## config.mk

```make
export PLATFORM = sky130hd
export DESIGN_NAME = ipsc_top
export DESIGN_NICKNAME = d
export VERILOG_FILES = /design/src/verilog/ipsc_top.v
export VERILOG_INCLUDE_DIRS = /design/src /design/src/verilog
export SDC_FILE = /design/constraint.sdc
export NUM_CORES = 1
export LEC_CHECK = 0
export CAP_MARGIN = 0
export CORE_MARGIN = 3
export CORE_UTILIZATION = 55
export DETAILED_ROUTE_END_ITERATION = 12
export DONT_BUFFER_PORTS = 1
export HOLD_SLACK_MARGIN = 0.08
export PLACE_DENSITY = 0.73
export SYNTH_ARGS = -nofsm -noshare
export SYNTH_HDL_FRONTEND = slang
export SYNTH_SLANG_ARGS = --single-unit
```

## constraint.sdc

```tcl
create_clock -name clk_i -period 72.6 [get_ports clk_i]
set_clock_uncertainty 0.1 [all_clocks]
set_input_delay 7.26 -clock clk_i [delete_from_list [all_inputs] [get_ports clk_i]]
set_output_delay 7.26 -clock clk_i [all_outputs]
set_load 0.02 [all_outputs]
```

## src/verilog/ipsc_map.vh

```
// register map, field positions and reset values of the priority and sense controller
`ifndef IPSC_MAP_VH
`define IPSC_MAP_VH
// register word indices, byte address is four times the index
`define IPSC_IDX_PRIO_FIRST 4'h0
`define IPSC_IDX_PRIO_LAST 4'h7
`define IPSC_IDX_SENSE 4'h8
`define IPSC_IDX_FLAGS 4'h9
// reset values
`define IPSC_PRIO_RST 16'h0000
`define IPSC_NMI_EDGE_SELECT_RST 1'b0
`define IPSC_SENSE_RST 8'h00
`define IPSC_FLAGS_RST 8'h00
// field positions of the sense control register
`define IPSC_NMI_PIN_LEVEL_BIT 15
`define IPSC_NMI_EDGE_SELECT_BIT 8
// width of one level field
`define IPSC_FIELD_W 4
`endif

```

## src/verilog/ipsc_top.v

```verilog
// interrupt priority, input sense and request selection with an apb register slave
//
// Operation
// RQ1: each 4-bit level field gives level 0 (code 0) up to 15 (code f).
// RQ2: every priority register holds four fields at 15-12, 11-8, 7-4, 3-0.
// RQ3: watchdog and bus sources sharing a field both take that field's level.
// RQ4: priority registers clear on power-on and manual reset, kept otherwise.
// RQ5: sense register bit 15 reads the nmi pin level, writes ignored.
// RQ6: reserved bits read zero; software writes only zero to them.
// RQ7: sense register bit 8 picks nmi edge: 0 falling, 1 rising.
// RQ8: sense bits 7-0 pick pin mode, bit 7 pin 0: 0 low level, 1 falling edge.
// RQ9: sense register is set by power-on reset only.
// RQ10: flag bits 7-0 show request of pins 0-7, bit 7 for pin 0.
// RQ11: edge request cancelled by writing 0 to its flag after reading 1.
// RQ12: level-mode flag reads 0 while the pin is high.
// RQ13: flag register clears on power-on reset, kept otherwise.
// RQ14: each peripheral source carries a fixed vector number.
// RQ15: sources sharing one field are ranked in a fixed order.
// RQ16: a-mask variant has converter sources 136 and 137 on register g top field.
// RQ17: flag sets while pin low in level mode, on falling edge in edge mode.
// RQ18: edge flag also clears on its exception processing or transfer end.
// RQ19: request goes to cpu only if its level is above the cpu mask.
// RQ20: writing 1, or 0 without a prior read of 1, leaves a flag alone.
//
// Chosen here: the APB slave port and the register offsets.
`timescale 1ns/100ps
`include "ipsc_map.vh"

module ipsc_top #(
   parameter AMASK = 0
)(
   // clock and resets
   input wire clk_i,
   input wire resetn_i,
   input wire manual_reset_i,
   // apb slave
   input wire psel_i,
   input wire penable_i,
   input wire pwrite_i,
   input wire [11:0] paddr_i,
   input wire [31:0] pwdata_i,
   input wire [3:0] pstrb_i,
   output reg [31:0] prdata_o,
   output reg pready_o,
   output reg pslverr_o,
   // external pins
   input wire nmi_pin_i,
   input wire [7:0] external_request_pins_n_i,
   // peripheral request levels
   input wire [42:0] periph_req_i,
   // cpu side
   input wire [3:0] cpu_mask_level_i,
   input wire [7:0] pin_accept_i,
   input wire [7:0] xfer_done_i,
   output reg irq_req_o,
   output reg [7:0] irq_vector_o,
   output reg [3:0] irq_level_o,
   output reg request_pending_output_n_o,
   output reg nmi_detect_o
);

   localparam NSRC = 51;

   // source table: {field index, vector}, order gives the fixed ranking
   function [12:0] ipsc_src;
      input [5:0] s;
      begin
         case (s)
            6'd0: ipsc_src = {5'h08, 8'h48};
            6'd1: ipsc_src = {5'h09, 8'h4c};
            6'd2: ipsc_src = {5'h0a, 8'h50};
            6'd3: ipsc_src = {5'h0b, 8'h54};
            6'd4: ipsc_src = {5'h0c, 8'h58};
            6'd5: ipsc_src = {5'h0c, 8'h59};
            6'd6: ipsc_src = {5'h0c, 8'h5a};
            6'd7: ipsc_src = {5'h0c, 8'h5b};
            6'd8: ipsc_src = {5'h0d, 8'h5c};
            6'd9: ipsc_src = {5'h0e, 8'h60};
            6'd10: ipsc_src = {5'h0e, 8'h61};
            6'd11: ipsc_src = {5'h0f, 8'h64};
            6'd12: ipsc_src = {5'h0f, 8'h65};
            6'd13: ipsc_src = {5'h10, 8'h68};
            6'd14: ipsc_src = {5'h10, 8'h69};
            6'd15: ipsc_src = {5'h11, 8'h6c};
            6'd16: ipsc_src = {5'h11, 8'h6d};
            6'd17: ipsc_src = {5'h12, 8'h70}; // timer 3 compare a
            6'd18: ipsc_src = {5'h12, 8'h71};
            6'd19: ipsc_src = {5'h12, 8'h72};
            6'd20: ipsc_src = {5'h12, 8'h73};
            6'd21: ipsc_src = {5'h13, 8'h74};
            6'd22: ipsc_src = {5'h14, 8'h78};
            6'd23: ipsc_src = {5'h14, 8'h79};
            6'd24: ipsc_src = {5'h14, 8'h7a};
            6'd25: ipsc_src = {5'h14, 8'h7b};
            6'd26: ipsc_src = {5'h15, 8'h7c};
            6'd27: ipsc_src = {5'h16, 8'h80}; // serial 0 error
            6'd28: ipsc_src = {5'h16, 8'h81}; // serial 0 receive full
            6'd29: ipsc_src = {5'h16, 8'h82}; // serial 0 transmit empty
            6'd30: ipsc_src = {5'h16, 8'h83}; // serial 0 transmit end
            6'd31: ipsc_src = {5'h17, 8'h84};
            6'd32: ipsc_src = {5'h17, 8'h85};
            6'd33: ipsc_src = {5'h17, 8'h86};
            6'd34: ipsc_src = {5'h17, 8'h87};
            6'd35: ipsc_src = {5'h18, 8'h88}; // converter end 0
            6'd36: ipsc_src = {5'h18, 8'h89}; // converter end 1, a-mask only
            6'd37: ipsc_src = {5'h19, 8'h8c};
            6'd38: ipsc_src = {5'h1a, 8'h90};
            6'd39: ipsc_src = {5'h1b, 8'h94};
            6'd40: ipsc_src = {5'h1c, 8'h98}; // watchdog
            6'd41: ipsc_src = {5'h1c, 8'h99}; // bus controller, same field
            6'd42: ipsc_src = {5'h1d, 8'h9c}; // port output enable
            default: ipsc_src = 13'h0000;
         endcase
      end
   endfunction

   // input synchronisers, bit 8 is the nmi pin
   reg [8:0] sync_a;
   reg [8:0] sync_b;
   reg [8:0] pin_prev;

   // register state
   reg [15:0] prio [0:7];
   reg nmi_edge_select;
   reg [7:0] pin_sense_select; // indexed by pin number
   reg [7:0] edge_flag; // indexed by pin number
   reg [7:0] armed; // flag read as 1, clear may follow

   // arbiter combinational results
   reg [3:0] best_lvl;
   reg [7:0] best_vec;
   reg [3:0] lvl;
   reg [12:0] ent;
   reg [50:0] req_all;
   integer s;
   integer k;
   integer kf; // loop index of the held request process
   integer ka; // loop index of the arming process

   // bus decode
   wire [3:0] idx = paddr_i[5:2];
   wire mapped = (paddr_i[11:6] == 6'h00) && (idx <= `IPSC_IDX_FLAGS);
   wire setup = psel_i & ~penable_i;
   wire done = psel_i & penable_i & pready_o;
   wire wr = done & pwrite_i & ~pslverr_o;
   wire rd = done & ~pwrite_i & ~pslverr_o;
   wire [15:0] bmask = {{8{pstrb_i[1]}}, {8{pstrb_i[0]}}};
   wire wr_prio = wr && (idx <= `IPSC_IDX_PRIO_LAST);
   wire wr_sense = wr && (idx == `IPSC_IDX_SENSE);
   // flags live in the low byte, so a flag write needs that lane
   wire wr_flags = wr && (idx == `IPSC_IDX_FLAGS) && pstrb_i[0];
   wire rd_flags = rd && (idx == `IPSC_IDX_FLAGS);

   // per-pin derived signals
   wire [7:0] pin_low = ~sync_b[7:0];
   wire [7:0] pin_fall = pin_prev[7:0] & ~sync_b[7:0];
   wire [7:0] shown; // indexed by pin number
   wire [7:0] shown_rev; // bit 7 is pin 0
   wire [7:0] sense_rev;
   wire [7:0] wdata_rev;
   wire [7:0] clr_req;

   genvar n;
   generate
      for (n = 0; n < 8; n = n + 1)
      begin : g_pin
         // level mode follows the pin, edge mode the held request
         assign shown[n] = pin_sense_select[n] ? edge_flag[n] : pin_low[n]; // see RQ12 see RQ17
         assign shown_rev[7-n] = shown[n]; // see RQ10
         assign sense_rev[7-n] = pin_sense_select[n];
         assign wdata_rev[n] = pwdata_i[7-n];
         // software clear only after a read of 1, and only with a 0 written
         assign clr_req[n] = (wr_flags & ~wdata_rev[n] & armed[n]) // see RQ11 see RQ20
            | pin_accept_i[n] | xfer_done_i[n]; // see RQ18
      end
   endgenerate

   // two-stage synchronisers and edge history
   // reset to the idle-high level so that release of reset shows no false edge
   always @(posedge clk_i or negedge resetn_i)
   begin
      if (!resetn_i)
      begin
         sync_a <= 9'h1ff;
         sync_b <= 9'h1ff;
         pin_prev <= 9'h1ff;
      end
      else
      begin
         sync_a <= {nmi_pin_i, external_request_pins_n_i};
         sync_b <= sync_a;
         pin_prev <= sync_b;
      end
   end

   // priority registers, byte lanes honoured
   // manual reset clears only these registers; sense and flags are kept
   always @(posedge clk_i or negedge resetn_i)
   begin
      if (!resetn_i)
      begin
         for (k = 0; k < 8; k = k + 1)
            prio[k] <= `IPSC_PRIO_RST; // see RQ4
      end
      else if (manual_reset_i)
      begin
         for (k = 0; k < 8; k = k + 1)
            prio[k] <= `IPSC_PRIO_RST; // see RQ4
      end
      else if (wr_prio)
      begin
         prio[idx[2:0]] <= (prio[idx[2:0]] & ~bmask) | (pwdata_i[15:0] & bmask); // see RQ2
      end
   end

   // sense control register, power-on reset only
   // the nmi level bit is never stored, it reads the synchronised pin
   always @(posedge clk_i or negedge resetn_i)
   begin
      if (!resetn_i)
      begin
         nmi_edge_select <= `IPSC_NMI_EDGE_SELECT_RST; // see RQ9
         pin_sense_select <= `IPSC_SENSE_RST;
      end
      else if (wr_sense)
      begin
         if (pstrb_i[1])
            nmi_edge_select <= pwdata_i[`IPSC_NMI_EDGE_SELECT_BIT]; // see RQ7
         if (pstrb_i[0])
            pin_sense_select <= wdata_rev; // see RQ8
      end
   end

   // held edge requests: a new edge wins over any clear in the same cycle
   // switching a pin to level mode drops its held request
   always @(posedge clk_i or negedge resetn_i)
   begin
      if (!resetn_i)
      begin
         edge_flag <= `IPSC_FLAGS_RST; // see RQ13
      end
      else
      begin
         for (kf = 0; kf < 8; kf = kf + 1)
         begin
            if (!pin_sense_select[kf])
               edge_flag[kf] <= 1'b0;
            else if (pin_fall[kf])
               edge_flag[kf] <= 1'b1; // see RQ17
            else if (clr_req[kf])
               edge_flag[kf] <= 1'b0; // see RQ11 see RQ18
         end
      end
   end

   // arming: a completed read that returned 1 allows one clearing write
   // any flag write disarms every pin, so a later clear needs a fresh read
   always @(posedge clk_i or negedge resetn_i)
   begin
      if (!resetn_i)
      begin
         armed <= 8'h00;
      end
      else if (rd_flags)
      begin
         for (ka = 0; ka < 8; ka = ka + 1)
            armed[ka] <= prdata_o[7-ka]; // see RQ20
      end
      else if (wr_flags)
      begin
         armed <= 8'h00;
      end
   end

   // nmi edge detection on the chosen edge
   // a new edge choice applies from the cycle after its write
   always @(posedge clk_i or negedge resetn_i)
   begin
      if (!resetn_i)
         nmi_detect_o <= 1'b0;
      else if (nmi_edge_select)
         nmi_detect_o <= ~pin_prev[8] & sync_b[8]; // see RQ7
      else
         nmi_detect_o <= pin_prev[8] & ~sync_b[8];
   end

   // apb answer: data and error sampled at setup, ready in the access cycle
   // the slave never waits: one access cycle per transfer, unmapped words raise pslverr
   always @(posedge clk_i or negedge resetn_i)
   begin
      if (!resetn_i)
      begin
         prdata_o <= 32'h0000_0000;
         pready_o <= 1'b0;
         pslverr_o <= 1'b0;
      end
      else
      begin
         pready_o <= setup;
         if (setup)
         begin
            pslverr_o <= ~mapped;
            if (!mapped || pwrite_i)
               prdata_o <= 32'h0000_0000;
            else if (idx <= `IPSC_IDX_PRIO_LAST)
               prdata_o <= {16'h0000, prio[idx[2:0]]};
            else if (idx == `IPSC_IDX_SENSE)
               prdata_o <= {16'h0000, sync_b[8], 6'h00, nmi_edge_select, sense_rev}; // see RQ5 see RQ6
            else
               prdata_o <= {24'h000000, shown_rev}; // see RQ6 see RQ10
         end
         else if (done)
         begin
            pslverr_o <= 1'b0;
         end
      end
   end

   // request vector in ranking order: pins first, then peripherals
   // row 36 is the second converter source, absent without the a-mask variant
   always @*
   begin
      req_all = {periph_req_i, shown};
      if (AMASK == 0)
         req_all[44] = 1'b0; // see RQ16
   end

   // highest level wins, ties keep the earlier source
   // strict compare: level 0 never wins and equal levels keep the higher-ranked source
   always @*
   begin
      best_lvl = 4'h0;
      best_vec = 8'h00;
      lvl = 4'h0;
      ent = 13'h0000;
      for (s = 0; s < NSRC; s = s + 1)
      begin
         if (s < 8)
            ent = {s[4:0], 8'h40 + s[7:0]};
         else
            ent = ipsc_src(s[5:0] - 6'd8); // see RQ14 see RQ3
         case (ent[9:8])
            2'd0: lvl = prio[ent[12:10]][15:12]; // see RQ1 see RQ2
            2'd1: lvl = prio[ent[12:10]][11:8];
            2'd2: lvl = prio[ent[12:10]][7:4];
            default: lvl = prio[ent[12:10]][3:0];
         endcase
         if (req_all[s] && (lvl > best_lvl))
         begin
            best_lvl = lvl; // see RQ15 see RQ1
            best_vec = ent[7:0];
         end
      end
   end

   // forward to the cpu only above its mask level
   // the pending output is the active-low copy of the cpu request
   always @(posedge clk_i or negedge resetn_i)
   begin
      if (!resetn_i)
      begin
         irq_req_o <= 1'b0;
         irq_vector_o <= 8'h00;
         irq_level_o <= 4'h0;
         request_pending_output_n_o <= 1'b1;
      end
      else
      begin
         irq_req_o <= (best_lvl > cpu_mask_level_i); // see RQ19
         request_pending_output_n_o <= ~(best_lvl > cpu_mask_level_i);
         irq_vector_o <= best_vec;
         irq_level_o <= best_lvl;
      end
   end

endmodule // ipsc_top

```

### After elaboration in Yosys (flattened, before gate mapping)

Index checks and enable logic that the tools add are counted.

| word-level totals | value |
|---|---|
| register bits after elaboration | 229 |
| input port bits | 126 |
| output and inout bits | 49 |
| word-level logic and storage cells | 371 |

| operators by class | value |
|---|---|
| order comparisons | 55 |
| equality and inequality tests | 10 |
| multiplexer cells | 148 |
| bitwise logic cells | 63 |
| reduce and logical (&&, ||, !) cells | 65 |

Operators with widths:

| operator | number |
|---|---|
| $mux 128 | 2 |
| $mux 7 | 29 |
| $gt 4x4->1 | 50 |
| $mux 4 | 50 |
| $mux 8 | 23 |
| $bwmux 128 | 1 |
| $mux 16 | 4 |
| $mux 32 | 2 |
| $logic_and 1x1->1 | 57 |
| $bmux 16 s3 | 1 |
| $demux 16 s3 | 1 |
| $mux 1 | 35 |
| $and 16x16->16 | 2 |
| $and 1x1->1 | 25 |
| $ne 3x1->1 const B | 8 |
| $not 16->16 | 1 |
| $or 1x1->1 | 16 |
| $or 16x16->16 | 1 |
| $not 1->1 | 15 |
| $and 8x8->8 | 1 |
| $eq 4x4->1 const B | 2 |
| $not 8->8 | 1 |
| $logic_not 6->1 | 1 |
| $reduce_bool 2->1 | 3 |
| 9 further kinds | 10 |

### Logic depth before layout (Yosys ltp)

Gate-level depths: netlist of the first run.

| logic depth | value |
|---|---|
| depth after elaboration | 153 |
| gate-level depth with buffers | 414 |
| depth with buffers taken out | 399 |

### Worst setup path before layout of the first run

OpenSTA, ideal clock, no wires.

| timing | value |
|---|---|
| path type | register to register |
| from | reg sync_b[0] |
| to | reg irq_req_o |
| setup time | 0.149 ns |
| data arrival time | 71.722 ns |
| data required time | 72.351 ns |
| slack | 0.629 ns |
| cell stages (with the launch flop) | 363 |
| buffers on the path | 15 |
| clock period less this slack | 71.971 ns |
| path through | dfstp_2 > nor2b_1 > nor2_1 > nand2_1 > ha_1 > nand4_1 > nand3_1 > a21oi_1 > mux2_2 > ha_1 > and4_1 > a211oi_1 > o211ai_1 > mux2_1 > inv_1 > ha_1 > nor2b_1 > o31ai_1 > [327 not listed] > or2_1 > ha_1 > o31ai_1 > o31ai_1 > o31a_1 > mux2_1 > ha_1 > a21oi_1 > nor2b_1 > o311a_1 > clkbuf_1 > o311ai_1 > ha_1 > nor2b_1 > o21ai_0 > nand2b_1 > a21oi_1 > a41oi_1 |

| on the way | value |
|---|---|
| word-level cells in the longest chain between the ends | 152 |

Ends and longest elaborated chain:

| element | RTL line | source |
|---|---|---|
| start, declared | ipsc_top.v:119 | `reg [8:0] sync_b;` |
| start signal, assigned | ipsc_top.v:191 | `sync_b <= sync_a;` |
| $not 8->8 (*) | ipsc_top.v:155 | `wire [7:0] pin_low = ~sync_b[7:0];` |
| $mux 1 (*) | ipsc_top.v:168 | `assign shown[n] = pin_sense_select[n] ? edge_flag[n] : pin_low[n];` |
| $logic_and 1x1->1 (*) | ipsc_top.v:348 | `if (req_all[s] && (lvl > best_lvl))` |
| $mux 4 (*) | ipsc_top.v:348 |  |
| $gt 4x4->1 | ipsc_top.v:348 |  |
| $logic_and 1x1->1 | ipsc_top.v:348 |  |
| $mux 4 (*) | ipsc_top.v:348 |  |
| $gt 4x4->1 | ipsc_top.v:348 |  |
| [137 not listed] | - |  |
| $gt 4x4->1 | ipsc_top.v:348 |  |
| $logic_and 1x1->1 | ipsc_top.v:348 |  |
| $mux 4 (*) | ipsc_top.v:348 |  |
| $gt 4x4->1 | ipsc_top.v:348 |  |
| $logic_and 1x1->1 | ipsc_top.v:348 |  |
| $mux 4 (*) | ipsc_top.v:348 |  |
| via best_lvl[1] | ipsc_top.v:130 | `reg [3:0] best_lvl;` |
| $gt 4x4->1 (*) | ipsc_top.v:369 | `irq_req_o <= (best_lvl > cpu_mask_level_i);` |
| end signal, assigned | ipsc_top.v:369 |  |
| end, declared | ipsc_top.v:55 | `output reg irq_req_o,` |

Mark *: on every way through the listed nets, which the timed path passes. The rest lies on a longest branch.
A chain may end at the register's enable or synchronous reset.

### Worst setup path after layout of the first run

Same ends and word-level chain as after synthesis.

==> results of run 1 <==
[logic make-up (layout without fill, tap and decap cells)]
family	count (synthesis)	count (layout)	share of synthesized area [%]
AND/OR/NAND/NOR	838	838	19.45
other	1	17	0.01794
multiplexers	186	186	11.70
buffers and inverters	289	529	5.763
XOR/XNOR	32	32	1.341
flip-flops	213	213	25.66
AO/OA/AOI/OAI	791	791	28.01
adder cells (fa/ha/maj)	136	136	8.050
[repair_timing]
action | 4_1_cts | 5_1_grt
pin swaps | 22 | 180
setup endpoints to repair | 14 | 14
buffers inserted | 29 | 90
hold buffers | 0 | 0
resized for setup | 71 | 345
[cells in the mapped netlist, types with 21 or more instances]
cell and count:
nand2_1 274, nor2_1 215, dfrtp_1 185, a21oi_1 178
inv_1 171, ha_1 128, o21ai_0 124, mux2_2 81
nand3_1 73, clkbuf_1 72, mux2i_1 57, a22o_1 43
o211ai_1 37, and3_1 35, a21o_1 33, nor3_1 33
mux4_2 32, nor2b_1 32, o21a_1 29, dfstp_2 28
nand2b_1 27, a31oi_1 26, nand4_1 25, a211oi_1 24
and2_1 23, buf_4 23, xnor2_1 21
[worst max-delay path, delay by kind of cell, from the launching register on]
family,cells,cell delay [ns]
muxes,36,10.51
and+or+nand+nor,100,14.88
DFF,1,0.58
adders and majority gates,57,14.85
buffers and inverters,26,2.87
AOI/OAI and AO/OA,139,26.53
[routing by layer]
layer | track usage [%] | wire (um)
met2 | 54.29 | 34800
met4 | 12.02 | 3105
met1 | 42.82 | 29140
met3 | 7.183 | 6488
met5 | 0 | 27
[through the flow]
stage               area (um^2)  setup slack, ns
finish                    26070            1.973
global placement          22490          -0.7634
detailed placement        22490           -2.061
floorplan                 20960           0.6286
global route              26070           -1.033
CTS                       23830          0.02071
[registers in the layout (all words and copies together), names as in the netlist, 4 cells and up]
| name | count |
|---|---|
| prio | 128 |
| pin_prev | 9 |
| sync_b | 9 |
| pin_sense_select | 8 |
| irq_vector_o | 8 |
| prdata_o | 16 |
| edge_flag | 8 |
| irq_level_o | 4 |
| armed | 8 |
| sync_a | 9 |
[worst paths after layout]
| path | depth (start not counted) | end | start |
|---|---|---|---|
| max | 358 | irq_req_o$_DFF_PN0_ | sync_b[0]$_DFF_PN1_ |
| min | 0 | sync_b[2]$_DFF_PN1_ | sync_a[2]$_DFF_PN1_ |
| max reg2reg | 358 | irq_req_o$_DFF_PN0_ | sync_b[0]$_DFF_PN1_ |
| min reg2reg | 0 | sync_b[2]$_DFF_PN1_ | sync_a[2]$_DFF_PN1_ |
| max in group asynchronous | 0 | pin_sense_select[0]$_DFFE_PN0P_ | resetn_i |
| min in group asynchronous | 0 | irq_req_o$_DFF_PN0_ | resetn_i |
[final cells by class]
class,count,area (um^2)
diodes,1,2.502
clock buffers,35,693.2
fillers,2846,10980
well taps,504,630.6
multi-input cells,1999,16210
flip-flops and latches,213,5366
repair buffers,313,2391
inverters,171,641.9
clock inverters,10,126.4
==> summary.md, run 1 <==
| Metric | Value |
|---|---|
| Largest net degree at the start of global routing | `roughly 210` |
| Layout area overhead | `24.68%` |
| Sum Neg Setup Slack | `0 ns` |
| DR iter-0 viols | `between 1500 and 2000` |
| Critical Path Source Type | `flip-flop` |
| Drt wl/cell | `between 20 and 25 um` |
| Commonest non-fill, non-tap cell in the layout | `buf_4` |
| Ys async rst share | `100.0%` |
| Reg clk slew, reported paths | `roughly 0.060 ns` |
| Final Hold Violating Endpoints | `0` |
| CTS Sinks | `approximately 210` |
| Endpoints failing setup | `0` |
| Placer Congestion | `approximately 0.95` |
| Slew headroom | `15.16%` |
| Seq/Total Area, Yosys | `25.66%` |
| Layout cells sized above 1 | `a little under a third` |
| Starting density of the core | `a little under three fifths` |
| Die width | `about 200 um` |
| Tcrit/Tclk final | `between 90% and 100%` |
| CP most frequent cell | `ha_1` |
| Via density | `about 6.6` |
| #FFs+latches synth | `around 210` |
| CP Data Required Time | `approximately 73 ns` |
| # DRC | `0` |
| Delay of the slowest cell on the worst path | `around 0.58 ns` |
| CTS tree | `done` |
| Prevailing post-synth register cell | `dfrtp_1` |
| Synthesized instance count | `approximately 2500` |
| EDFF count, synth | `0` |
| Post-detail-place hpwl | `52910 um` |
| Max Freq | `14.16 MHz` |
| Clk_lat worst skew | `roughly 0.57 ns` |
| GR Overflow Total | `0` |
| Critical-path top delay cell | `dfstp_2` |
| Kind of critical path | `flip-flop to flip-flop` |
| Antenna violations before repair | `3` |
| Synth top area cells | `dfrtp_1, ha_1, nand2_1` |
| GRT Total Usage | `32.97%` |
| Htree depth | `1` |
| Core Region | `~0.037 mm^2` |
| Slew @ Worst Pin | `1.237 ns` |
| First-pass iteration count of the detailed router | `6` |
| Max Slew Vio Count | `0` |
| DIE AREA | `0.04039 mm^2` |
| Worst hold path type | `flip-flop to flip-flop` |
| IO buf count | `0` |
| Max FO, Critical Path | `8` |
| Maximum root-to-sink buffer count | `3` |
| Placed insts | `around 3100` |
| TritonCTS Buffers | `25` |
| Most frequent cells in the layout | `buf_4, nand2_1, nor2_1` |
| CP Data Arrival Time | `70.93 ns` |
| Crit end category | `flip-flop` |
| Mapped cell area | `around 0.021 mm^2` |
| Row count | `70` |
| # IOs | `roughly 180` |
| Root Buffer Master | `clkbuf_16` |
| Synth warnings | `0` |
| Max-Cap Viols | `0` |
| Drt total wl | `between 70000 and 80000 um` |
| Fin cells | `~3200` |
| DIE HEIGHT | `between 200 and 250 um` |
| Detailed-route via count | `between 20000 and 25000` |
| Detail Route Antenna Nets | `0` |
| Status | `completed` |
| Util after Layout | `70.35%` |
| Number of global-route vias before repair | `between 15000 and 20000` |
| Mean post-synth cell area | `~8.4 um^2` |
| Fin nets | `between 2000 and 3000` |
| WHS | `roughly 0.25 ns` |
| Period minus WS final | `70.63 ns` |
| Yosys top cell area share | `22.14%` |
| Distinct cells, synth | `~130` |
| Area leader, netlist | `dfrtp_1` |
| Global-route wire length before repair | `108600 um` |
| Reg2reg setup slack | `roughly 2.0 ns` |
Power of run 1 is not shown: default switching activity piles up to over one toggle a cycle in this logic, so the estimate is an artifact.
==> run 2, diff against run 1 <==
Settings changed: CORE_MARGIN 3 to 4.
==> run 2 against run 1 <==
Against the previous run:
- the run now ends with max-capacitance violations, max-slew violations left
- first-iteration DRC count grew 10%
- fmax shrank 0.34%
- worst setup slack lost 0.24 ns
- critical path depth grew 16
- routed wire length grew 1.8%
- largest cell class unchanged
==> summary.md, run 2 (same netlist as run 1, synthesis figures left out) <==
| Metric | Value |
|---|---|
| CTS tree | `done` |
| Worst hold path type | `flip-flop to flip-flop` |
| Post-detail-place hpwl | `about 52000 um` |
| Slew headroom | `-1.073%` |
| R2r startpoint | `sync_b[0]$_DFF_PN1_` |
| R2R cell count | `about 370` |
| Commonest non-fill, non-tap cell in the layout | `buf_4` |
| Max-Cap Viols | `1` |
| Period minus WS final | `slightly above 70 ns` |
| Fillers | `between 2000 and 3000` |
| DIE HEIGHT | `203.0 um` |
| Row count | `71` |
| CP Data Required Time | `roughly 73 ns` |
| IO buf count | `0` |
| CTS Sinks | `213` |
| Via density | `between 6 and 7` |
| Max Freq | `14.11 MHz` |
| Top reg by flops | `prio` |
| Htree depth | `1` |
| Layout cells sized above 1 | `32.48%` |
| Hold Crit Start | `sync_a[5]$_DFF_PN1_` |
| Clk_lat worst skew | `roughly 0.57 ns` |
| Worst min-delay path endpoint | `sync_b[5]$_DFF_PN1_` |
| Number of global-route vias before repair | `~20000` |
| Util after Layout | `a little over two thirds` |
| Max Slew Vio Count | `1` |
| Placer Congestion | `roughly 1` |
| TritonCTS Buffers | `25` |
| Global-route wire length before repair | `approximately 110000 um` |
| Critical Path Source Type | `flip-flop` |
| # DRC | `0` |
| GRT Total Usage | `between 30% and 40%` |
| Final Hold Violating Endpoints | `0` |
| Reg clk slew, reported paths | `0.07 ns` |
| First-pass iteration count of the detailed router | `6` |
| Antenna violations before repair | `4` |
| Maximum root-to-sink buffer count | `3` |
| Largest regs | `prio: 128 flops, prdata_o: 16 flops` |
| WHS | `around 0.26 ns` |
| Kind of critical path | `flip-flop to flip-flop` |
| Fin nets | `a little under 3000` |
| # IOs | `approximately 180` |
| CP Buf/Inv Count | `35` |
| Hold_buf cts | `0` |
| Violated checks | `max-capacitance violations, max-slew violations` |
| Crit end category | `flip-flop` |
| Die width | `between 200 and 250 um` |
| Reg2reg setup slack | `around 1.7 ns` |
| Layout area overhead | `25.76%` |
| Drt wl/cell | `around 23 um` |
| Slew @ Worst Pin | `roughly 1.5 ns` |
| Starting density of the core | `55.64%` |
| Detail Route Antenna Nets | `0` |
| DIE AREA | `approximately 0.041 mm^2` |
| Endpoints failing setup | `0` |
| Reg-to-Reg End | `irq_req_o$_DFF_PN0_` |
| Status | `complete, but fails checks` |
| CP most frequent cell | `ha_4` |
| Max FFs per register | `approximately 130` |
| Tcrit/Tclk final | `a little over nine tenths` |
| Delay of the slowest cell on the worst path | `~0.6 ns` |
| GR Overflow Total | `0` |
| Largest net degree at the start of global routing | `214` |
| Max FO, Critical Path | `7` |
| Detailed-route via count | `~22000` |
| DR iter-0 viols | `between 2000 and 2500` |
| CP Data Arrival Time | `slightly above 70 ns` |
| Most frequent cells in the layout | `buf_4, nand2_1, nor2_1` |
| Family with the most delay on the worst path | `compound AO/OA/AOI/OAI gates` |
| Core Region | `approximately 0.038 mm^2` |
| Drt total wl | `between 70000 and 80000 um` |
| Worst Setup SP | `sync_b[0]$_DFF_PN1_` |
| Hold Path Cell Cnt | `0` |
| Root Buffer Master | `clkbuf_16` |
| Critical-path top delay cell | `dfstp_2` |
[run 2: cell count changes in the layout (fill, tap and decap cells not counted), sizes merged]
cell,previous run,this run
buf,313,311
inv,173,174
diode,1,2
clkinvlp,3,2
clkbuf,35,27
clkinv,3,9
bufinv,2,5
[run 2: worst max-delay path by stage]
| stage | to | slack [ns] | depth (start not counted) |
|---|---|---|---|
| after CTS | irq_req_o$_DFF_PN0_ | 0.04 | 353 |
| after floorplan | irq_req_o$_DFF_PN0_ | 0.63 | 362 |
| final | irq_req_o$_DFF_PN0_ | 1.73 | 374 |
| after detailed placement | irq_req_o$_DFF_PN0_ | -2.15 | 350 |
| after global routing | irq_req_o$_DFF_PN0_ | -1.47 | 375 |
| after global placement | irq_req_o$_DFF_PN0_ | -0.73 | 351 |
[run 2: per-layer routing]
layer | track usage, % | vias to the layer above | routed length (um)
li1 | - | 9759 | -
met2 | 53.91 | 1114 | 35640
met4 | 13.75 | 2 | 4096
met1 | 42.46 | 10602 | 29060
met3 | 4.919 | 280 | 6090
met5 | 0 | - | 13
[run 2: final cells by class]
class	instances	area [um^2]	share of cell area (%)
multi-input cells	1999	16360	62.22
repair buffers	311	2376	9.037
clock inverters	19	262.8	0.9993
inverters	171	641.9	2.441
clock buffers	27	643.1	2.446
flip-flops and latches	213	5366	20.41
diodes	2	5.005	0.01903
well taps	511	639.4	2.432
[run 2: worst register-to-register path, delay by kind of cell (launching register included)]
kind | cells | cell delay (ns)
AOI/OAI and AO/OA | 158 | 27.87
adders and majority gates | 56 | 14.14
buffers and inverters | 35 | 3.99
DFF | 1 | 0.59
muxes | 32 | 9.56
and+or+nand+nor | 93 | 14.45
[run 2: per-stage QoR]
stage | TNS, ns | cells | worst slack, ns | area, um^2
2_1_floorplan | 0 | 2501 | 0.6286 | 20960
3_3_place_gp | -1.446 | 3065 | -0.7323 | 22330
3_5_place_dp | -18.00 | 3065 | -2.155 | 22330
4_1_cts | 0 | 3135 | 0.04014 | 23680
5_1_grt | -8.190 | 3253 | -1.472 | 26290
6_report | 0 | 3253 | 1.732 | 26290
[run 2: timing repair]
action                                  in CTS  in global routing
endpoints found under the setup margin      14                 14
pin swaps                                   23                208
buffers inserted                            24                117
resized for setup                           63                375
Power of run 2 is left out for the same reason.
==> run 3, diff against run 2 <==
Settings changed: CTS_BUF_LIST set to sky130_fd_sc_hd__clkbuf_4 sky130_fd_sc_hd__clkbuf_8.
==> run 3 against run 2 <==
Against the previous run:
- the run still ends with max-capacitance violations, max-slew violations left
- worst setup slack better by 0.071 ns
- routed wire length about the same
- sequential cell count unchanged
- via count up 0.19%
- fmax about the same
- first-iteration DRC count up 5.0%
- hold slack about the same
- design area down 0.50%
==> summary.md, run 3 (same netlist as run 1, synthesis figures left out) <==
| Metric | Value |
|---|---|
| Status | `complete, but fails checks` |
| Largest net degree at the start of global routing | `214` |
| Fin cells | `between 3000 and 4000` |
| Max FFs per register | `128` |
| Post-detail-place hpwl | `52380 um` |
| Hold Crit Start | `sync_a[7]$_DFF_PN1_` |
| Number of global-route vias before repair | `around 20000` |
| Fin nets | `roughly 3000` |
| Delay of the slowest cell on the worst path | `0.56 ns` |
| Kind of critical path | `flip-flop to flip-flop` |
| R2R cell count | `between 300 and 400` |
| CP Data Required Time | `72.94 ns` |
| Top reg by flops | `prio` |
| Commonest non-fill, non-tap cell in the layout | `buf_4` |
| Die width | `203.0 um` |
| Critical-path top delay cell | `dfstp_2` |
| R2r startpoint | `sync_b[0]$_DFF_PN1_` |
| Largest regs | `prio: 128 flops, prdata_o: 16 flops` |
| Period minus WS final | `just over 70 ns` |
| Via density | `around 6.7` |
| Reg-to-Reg End | `irq_req_o$_DFF_PN0_` |
| CTS tree | `done` |
| Most frequent cells in the layout | `buf_4, nand2_1, nor2_1` |
| Placer Congestion | `around 0.99` |
| Htree depth | `2` |
| Crit end category | `flip-flop` |
| Root Buffer Master | `clkbuf_8` |
| DIE AREA | `between 0.04 and 0.05 mm^2` |
| Max Freq | `approximately 14 MHz` |
| Layout area overhead | `25.13%` |
| CP most frequent cell | `ha_1` |
| Endpoints failing setup | `0` |
| Worst Setup SP | `sync_b[0]$_DFF_PN1_` |
| Row count | `71` |
| Max FO, Critical Path | `7` |
| DIE HEIGHT | `203.0 um` |
| Global-route wire length before repair | `around 110000 um` |
| Total placed instance area | `between 0.02 and 0.025 mm^2` |
| Antenna violations before repair | `2` |
| CP endpoint | `irq_req_o$_DFF_PN0_` |
| # DRC | `0` |
| Layout cells sized above 1 | `between 30 and 40%` |
| Core Region | `0.03758 mm^2` |
| # IOs | `around 180` |
| Reg2reg setup slack | `between 1.5 and 2 ns` |
| Worst hold path type | `flip-flop to flip-flop` |
| Clk_lat worst skew | `just under 0.6 ns` |
| Slew @ Worst Pin | `1.502 ns` |
| Final Hold Violating Endpoints | `0` |
| IO buf count | `0` |
| Slew headroom | `-2.987%` |
| Tcrit/Tclk final | `between 90% and 100%` |
| Drt wl/cell | `about 23 um` |
| Detail Route Antenna Nets | `0` |
| Drt total wl | `around 75000 um` |
| CTS Sinks | `between 200 and 250` |
| Max Slew Vio Count | `9` |
| Starting density of the core | `a little under three fifths` |
| Final Cell Area | `0.02616 mm^2` |
| Violated checks | `max-capacitance violations, max-slew violations` |
| Placed insts | `~3100` |
| DR iter-0 viols | `approximately 2200` |
| Detailed-route via count | `~22000` |
| CP Data Arrival Time | `about 71 ns` |
| GR Overflow Total | `0` |
| Reg clk slew, reported paths | `0.07 ns` |
| TritonCTS Buffers | `38` |
| GRT Total Usage | `roughly a third` |
| WHS | `0.2562 ns` |
| First-pass iteration count of the detailed router | `6` |
| Maximum root-to-sink buffer count | `3` |
| Max-Cap Viols | `1` |
| Hold_buf cts | `0` |
| Critical Path Source Type | `flip-flop` |
## run 3: repair_timing
item,CTS,global route
endpoints found under the setup margin,14,14
gates cloned,0,0
resized for setup,56,382
setup buffers,21,113
endpoints found under the hold margin,0,0
pin swaps,19,203
## run 3: critical path, delay by kind of cell, from the launching register on
kind	cells	cell delay (ns)
AOI/OAI and AO/OA	154	28.16
DFF	1	0.56
buffers and inverters	34	3.96
adders and majority gates	56	14.11
muxes	31	9.38
and+or+nand+nor	94	14.31
## run 3: worst min-delay path by stage
stage / endpoint / slack (ns) / cells after the start
2_1_floorplan: sync_b[0]$_DFF_PN1_ / 0.25 / 0
3_3_place_gp: sync_b[1]$_DFF_PN1_ / 0.25 / 0
3_5_place_dp: sync_b[3]$_DFF_PN1_ / 0.25 / 0
4_1_cts: sync_b[3]$_DFF_PN1_ / 0.26 / 0
5_1_grt: sync_b[3]$_DFF_PN1_ / 0.26 / 0
6_report: sync_b[7]$_DFF_PN1_ / 0.26 / 0
## run 3: cell type report
type                       count  area, um^2
tap                          511       639.4
timing repair buffer         304        2331
clock inverter                12       122.6
multi-input combinational   1999       16330
clock buffer                  57       728.2
antenna                        2       5.005
sequential                   213        5366
inverter                     171       641.9
fill                        2835       11420
## run 3: metrics by stage
step                      TNS, ns  utilization (%)  setup WS, ns
after global placement     -1.446            59.42       -0.7323
after detailed placement   -18.00            59.42        -2.155
after CTS                       0            62.77       0.01885
final                           0            69.62         1.802
after floorplan                 0                -        0.6286
after global routing       -9.366            69.62        -1.503
## run 3: per-layer routing
metal  GRT usage [%]  share of wire (%)
met1           42.07                 38
met5               0                  0
met4           15.28                5.6
met2           53.65                 47
met3           5.414                8.7
Power of run 3 is left out for the same reason.
